===== src/common/rptr_pkg.sv =====
`default_nettype none
package rptr_pkg;
    // Port count and nibble width
    localparam int NUM_PORTS = 12;
    localparam int NIBBLE_W = 4;
    // Reference and core clocks in MHz
    localparam int REF_CLK_MHZ = 25;
    localparam int CORE_CLK_MHZ = 125;
    // Jam nibble pattern (alternating ones and zeros)
    localparam logic [3:0] JAM_NIBBLE = 4'h5;
    // Reset values
    localparam logic [3:0] TXD_RST = 4'h0;
    // Controller states, one-hot
    typedef enum logic [3:0] {
        ST_IDLE = 4'h1,
        ST_REPEAT = 4'h2,
        ST_JAM = 4'h4,
        ST_DRAIN = 4'h8
    } rptr_state_t;
endpackage
`default_nettype wire


===== src/core/repeater_tx_collision.sv =====
`timescale 1ns/1ps
`default_nettype none
module repeater_tx_collision
    import rptr_pkg::*;
#(
    parameter int PORTS = NUM_PORTS
) (
    // Clock and reset
    input wire logic core_clk,
    input wire logic srst,
    // Carrier sense from each PHY (asynchronous pins)
    input wire logic [PORTS-1:0] crs,
    // Shared receive bus, already retimed to core_clk
    input wire logic rx_dv,
    input wire logic rx_er,
    input wire logic [NIBBLE_W-1:0] rxd,
    // Receive select per port
    output logic [PORTS-1:0] port_receive_select,
    // Shared transmit bus and per-port enables
    output logic [NIBBLE_W-1:0] txd,
    output logic tx_er,
    output logic [PORTS-1:0] tx_en,
    // Status
    output logic collision
);

    // Carrier sense synchroniser, three stages
    logic [PORTS-1:0] crs_s1, crs_s2, crs_s3, crs_q;
    logic [PORTS-1:0] next_crs_q;

    always_comb begin
        next_crs_q = crs_q;
        for (int i = 0; i < PORTS; i++) begin
            if (crs_s2[i] == crs_s3[i]) begin
                next_crs_q[i] = crs_s3[i];
            end
        end
    end

    always_ff @(posedge core_clk) begin
        if (srst) begin
            crs_s1 <= '0;
            crs_s2 <= '0;
            crs_s3 <= '0;
            crs_q <= '0;
        end else begin
            crs_s1 <= crs;
            crs_s2 <= crs_s1;
            crs_s3 <= crs_s2;
            crs_q <= next_crs_q;
        end
    end

    // Count active carriers
    logic [4:0] crs_count;
    logic [PORTS-1:0] lowest_crs;
    always_comb begin
        crs_count = 5'h00;
        lowest_crs = '0;
        for (int i = PORTS - 1; i >= 0; i--) begin
            crs_count = crs_count + {4'h0, crs_q[i]};
            if (crs_q[i]) begin
                lowest_crs = '0;
                lowest_crs[i] = 1'b1;
            end
        end
    end

    logic multi_crs;
    assign multi_crs = (crs_count >= 5'h02);

    rptr_state_t state, next_state;
    logic [PORTS-1:0] sel, next_sel;
    logic [PORTS-1:0] next_tx_en;
    logic [NIBBLE_W-1:0] next_txd;
    logic next_tx_er, next_collision;

    // Main control and transmit data path
    always_comb begin
        next_state = state;
        next_sel = sel;
        next_tx_en = '0;
        next_txd = TXD_RST;
        next_tx_er = 1'b0;
        next_collision = 1'b0;
        case (state)
            ST_IDLE: begin
                next_sel = '0;
                if (multi_crs) begin
                    next_state = ST_JAM;
                end else if (|crs_q) begin
                    next_sel = lowest_crs;
                    next_state = ST_REPEAT;
                end
            end
            ST_REPEAT: begin
                if (multi_crs) begin
                    next_sel = '0;
                    next_state = ST_JAM;
                end else if (!(|(crs_q & sel)) && !rx_dv) begin
                    next_sel = '0;
                    next_state = ST_IDLE;
                end else if (rx_dv) begin
                    // shared bus, all other ports enabled
                    next_tx_en = ~sel;
                    next_txd = rxd;
                    next_tx_er = rx_er;
                end
            end
            ST_JAM: begin
                next_sel = '0;
                next_tx_en = '1;
                next_txd = JAM_NIBBLE;
                next_collision = 1'b1;
                // hold while two or more carriers
                if (!multi_crs) begin
                    next_state = ST_DRAIN;
                end
            end
            ST_DRAIN: begin
                next_tx_en = '1;
                next_txd = JAM_NIBBLE;
                if (multi_crs) begin
                    next_state = ST_JAM;
                    next_collision = 1'b1;
                end else if (!(|crs_q)) begin
                    next_tx_en = '0;
                    next_txd = TXD_RST;
                    next_state = ST_IDLE;
                end
            end
            default: begin
                next_state = ST_IDLE;
                next_sel = '0;
            end
        endcase
    end

    // all transmit logic on the single core clock
    always_ff @(posedge core_clk) begin
        if (srst) begin
            state <= ST_IDLE;
            sel <= '0;
            tx_en <= '0;
            txd <= TXD_RST;
            tx_er <= 1'b0;
            collision <= 1'b0;
        end else begin
            state <= next_state;
            sel <= next_sel;
            tx_en <= next_tx_en;
            txd <= next_txd;
            tx_er <= next_tx_er;
            collision <= next_collision;
        end
    end

    assign port_receive_select = sel;

    AST_ONE_SELECT: assert property (@(posedge core_clk) disable iff (srst)
        $onehot0(port_receive_select))
        else $error("more than one receive select active");

    AST_COLLIDE_JAM: assert property (@(posedge core_clk) disable iff (srst)
        (state != ST_JAM && multi_crs) |=> ##1 (tx_en == '1 && txd == JAM_NIBBLE))
        else $error("collision not followed by jam");

    AST_JAM_ALL: assert property (@(posedge core_clk) disable iff (srst)
        collision |-> (tx_en == '1 && txd == JAM_NIBBLE && tx_er == 1'b0))
        else $error("jam not sent on all ports");

    AST_ERR_PROP: assert property (@(posedge core_clk) disable iff (srst)
        (state == ST_REPEAT && rx_dv && rx_er && multi_crs == 1'b0
            && (|(crs_q & sel))) |=> tx_er)
        else $error("receive error not repeated");

    AST_SEL_CARRIER: assert property (@(posedge core_clk) disable iff (srst)
        (state == ST_IDLE && !multi_crs && |crs_q) |=> (sel == $past(lowest_crs)))
        else $error("carrier port not selected");

    AST_BUS_SHARED: assert property (@(posedge core_clk) disable iff (srst)
        (|tx_en && !collision && state == ST_REPEAT) |-> ((tx_en & sel) == '0))
        else $error("source port enabled for transmit");

    AST_HOLD_COL: assert property (@(posedge core_clk) disable iff (srst)
        (state == ST_JAM && multi_crs) |=> state == ST_JAM)
        else $error("collision dropped with two carriers");

    AST_IDLE_QUIET: assert property (@(posedge core_clk) disable iff (srst)
        (state == ST_DRAIN && !multi_crs && !(|crs_q)) |=> ##1 (tx_en == '0))
        else $error("enables stay after drain");

    AST_SYNC_CRS: assert property (@(posedge core_clk) disable iff (srst)
        (crs_s2 == crs_s3) |=> (crs_q == $past(crs_s3)))
        else $error("carrier filter wrong");

    AST_REPEAT_DATA: assert property (@(posedge core_clk) disable iff (srst)
        (state == ST_REPEAT && rx_dv && !multi_crs)
            |=> (tx_en == ~$past(sel) && txd == $past(rxd)))
        else $error("received nibble not repeated to other ports");

    AST_JAM_NO_SELECT: assert property (@(posedge core_clk) disable iff (srst)
        (state == ST_JAM) |-> (port_receive_select == '0))
        else $error("receive select active during collision");

endmodule
`default_nettype wire


===== config.mk =====
export PLATFORM = sky130hd
export DESIGN_NAME = repeater_tx_collision
export DESIGN_NICKNAME = d
export VERILOG_FILES = /design/src/common/rptr_pkg.sv /design/src/core/repeater_tx_collision.sv
export SDC_FILE = /design/constraint.sdc
export NUM_CORES = 1
export LEC_CHECK = 0
export ABC_AREA = 0
export BUFFER_PORTS_ARGS = -buffer_cell sky130_fd_sc_hd__buf_2
export CAP_MARGIN = 0
export CORE_AREA = 2 2 83 85
export DETAILED_ROUTE_END_ITERATION = 8
export DIE_AREA = 0 0 85 87
export GPL_TIMING_DRIVEN = 0
export PLACE_DENSITY = 0.82
export RECOVER_POWER = 100
export SLEW_MARGIN = 20
export SYNTH_ARGS = -nofsm -noshare
export SYNTH_HDL_FRONTEND = slang
export SYNTH_SLANG_ARGS = --single-unit

===== constraint.sdc =====
create_clock -name core_clk -period 4.3 [get_ports core_clk]
set_clock_uncertainty 0.15 [all_clocks]
set_input_delay 0.86 -clock core_clk [delete_from_list [all_inputs] [get_ports core_clk]]
set_output_delay 0.86 -clock core_clk [all_outputs]
set_load 0.01 [all_outputs]

==> summary.md <==
| Metric | Value |
|---|---|
| Syn Inst Count | `310` |
| Max Slew Vio Count | `0` |
| Synth-to-Final Area Change | `30.3%` |
| Status | `finished with violations` |
| Clock sink count | `82` |
| Failing checks | `setup timing` |
| Share of the synthesized area in the top cell type | `0.519` |
| Per-cell routed wire length | `15.2 µm` |
| Switching Share | `0.235` |
| Min-Delay Path Depth | `1` |
| DR pass1 iterations | `6` |
| Worst EP arrival | `4.63 ns` |
| Initial antenna violation count | `0` |
| Worst-Skew Late Latency | `0.36 ns` |
| Cell Rows | `30` |
| Die footprint | `7400 µm²` |
| Io pins | `50` |
| Commonest cells in the netlist | `dfxtp_1 (82), nor2b_1 (39), a21oi_1 (27)` |
| # DRC | `0` |
| Final core occ | `0.627` |
| Post-synth ARST share | `0` |
| Seq/Total Area, Yosys | `0.519` |
| Post-layout minimum cycle time | `4.48 ns` |
| IO Port Bufs | `49` |
| Number of synthesized flops with an enable pin | `0` |
| Max frequency | `223 MHz` |
| Worst-margin pin slew | `0.599 ns` |
| Unrepaired setup endpoints after global routing | `true` |
| Yosys warning count | `0` |
| Setup-failing EPs final | `30` |
| Slack of the critical path | `-0.179 ns` |
| Sequential cell area | `1660 µm²` |
| Final Power | `1400 µW` |
| GP Congestion | `0.865` |
| Ant diodes | `0` |
| Chip Height | `87 µm` |
| Largest net degree at the start of global routing | `16` |
| Net count, final | `426` |
| Final Hold Viols | `0` |
| Placed insts | `439` |
| FILL cells | `516` |
| Worst endpoint required time | `4.46 ns` |
| CTS tree | `yes` |
| Period utilization | `1.04` |
| Max-Cap Viols | `0` |
| Leak | `0.00155 µW` |
| Max Root-Sink Buffers | `2` |
| CTS root buffer | `clkbuf_8` |
| Die width | `85 µm` |
| Clock power frac | `0.402` |
| Yosys cell types | `48` |
| First-pass GRT wire length | `11300 µm` |
| Core ar. | `6570 µm²` |
| Critical Path Sink Type | `flop` |
| Flop pwr share | `0.556` |
| Power Dens Cells | `340 nW/µm²` |
| Fin cells | `478` |
| HPWL Detailed | `4210 µm` |
| Sw power | `329 µW` |
| TNS Setup | `-2.36 ns` |
| Synth top area cells | `dfxtp_1 (52%), nor2b_1 (7.7%), fa_1 (4.4%)` |
| GRT Total Usage | `0.198` |
| Top_reg_cell synth | `dfxtp_1` |
| Multi-input logic area | `1590 µm²` |
| Setup CP Type | `reg -> reg` |
| ANT nets after route | `0` |
| Relative slew slack | `0.601` |
| Flops & latches, synth | `82` |
| Hold-fix buffers at CTS | `0` |
| Synthesized area | `3160 µm²` |
| VDD IR-drop max | `0.368 mV` |
| H-tree Lvls | `3` |
| Vias in the first global route | `2379` |
| Share of post-route cells with drive strength above 1 | `0.291` |
| Power share of the combinational group | `0.042` |
| Routed vias | `2533` |
| Gr ovfl total | `0` |
| Cells on worst reg2reg path | `15` |
| Starting Density | `0.481` |
| Syn avg cell area | `10.2 µm²` |
| Count leader, synth | `dfxtp_1` |
| WL final | `7280 µm` |
| Syn nets | `343` |
| Startpoint class of the critical path | `flop` |
| Clock transition at the registers of the reported paths | `0.09 ns` |
| Vias per cell | `5.30` |
| Hold Crit Class | `reg -> reg` |
| Worst hold slack | `0.290 ns` |
| Internal power | `1070 µW` |
| Largest fanout on the critical path | `3` |
| Cts bufs inserted | `9` |
| First-iteration detailed-routing DRC count | `146` |
| Area leader, netlist | `dfxtp_1` |
-- through the flow --
stage                     worst slack, ns  cell area, µm²
after floorplan                  0.000219            3180
after global placement             -0.365            3530
after detailed placement           -0.396            3530
after CTS                          -0.146            4040
after global routing               -0.441            4120
final                              -0.179            4120
-- final cells by class --
class / instances / area share
multi-input combinational: 194 / 0.386
tap: 80 / 0.0243
clock inverter: 7 / 0.0179
buffer: 11 / 0.0161
clock buffer: 9 / 0.0301
inverter: 23 / 0.0216
sequential: 82 / 0.403
timing repair buffer: 72 / 0.101
-- power by group through the flow --
stage | combinational, µW | sequential, µW | clock (µW)
floorplan | 32.5 | 796 | 0
global placement | 47.1 | 798 | 0
detailed placement | 48.3 | 798 | 0
CTS | 55.3 | 778 | 569
global route | 64.9 | 779 | 601
finish | 58.9 | 777 | 562
-- kinds of logic (layout without fill, tap and decap cells) --
logic type	after synthesis	in the layout	share of synthesized area
AO/OA/AOI/OAI	71	71	0.148
AND/OR/NAND/NOR	109	109	0.213
flip-flops	82	82	0.519
adder cells (fa/ha/maj)	13	13	0.0681
buffers and inverters	34	122	0.0487
XOR/XNOR	1	1	0.00277
-- routing by layer --
metal	part of all wire	track usage	vias up	wire length, µm
met2	0.50	0.339	120	3610
met1	0.39	0.216	1163	2830
met3	0.078	0.0720	29	568
met5	0	0	-	0
li1	-	-	1221	-
met4	0.037	0.0981	0	267
-- worst paths after layout --
| path | start | slack, ns | to |
|---|---|---|---|
| hold reg to reg | crs_s1[6] | 0.29 | crs_s2[6] |
| setup reg to reg | crs_q[3] | -0.18 | port_receive_select[9] |
| setup / recovery | crs_q[3] | -0.18 | port_receive_select[9] |
| hold / removal | crs_s1[6] | 0.29 | crs_s2[6] |
-- sequential cells by signal, indices dropped and copies added, names as in the netlist --
| register | count |
|---|---|
| state | 4 |
| port_receive_select | 12 |
| crs_s3 | 12 |
| crs_s1 | 12 |
| tx_er | 1 |
| collision | 1 |
| tx_en | 12 |
| crs_q | 12 |
| crs_s2 | 12 |
| txd | 4 |
-- worst max-delay path, stage by stage (launching register included) --
cell	delay [ns]
dfxtp_4	0.36
inv_2	0.04
fa_1	0.55
fa_1	0.43
fa_1	0.51
fa_1	0.41
inv_1	0.07
ha_2	0.17
inv_2	0.04
fa_1	0.51
nor4bb_4	0.25
buf_4	0.18
a31oi_4	0.04
or2_4	0.27
nor3b_4	0.24
a22o_1	0.18
-- placed cells by master, fill, tap and decap left out, types with 6 or more instances in the layout --
master	count
fa_1	7
nor2b_1	39
buf_2	20
or2_1	8
o21ai_0	12
dfxtp_1	76
inv_1	19
nand2_1	18
clkbuf_1	37
a21oi_2	11
clkbuf_8	9
a21oi_1	21
nor2_1	6
buf_6	9
buf_4	16
-- repair_timing --
action,in CTS,in global routing
pin swaps,26,16
setup endpoints to repair,32,33
resized for setup,38,23
buffers inserted,18,3
gates cloned,2,0
Note: power is estimated with default switching activity, not from simulation.
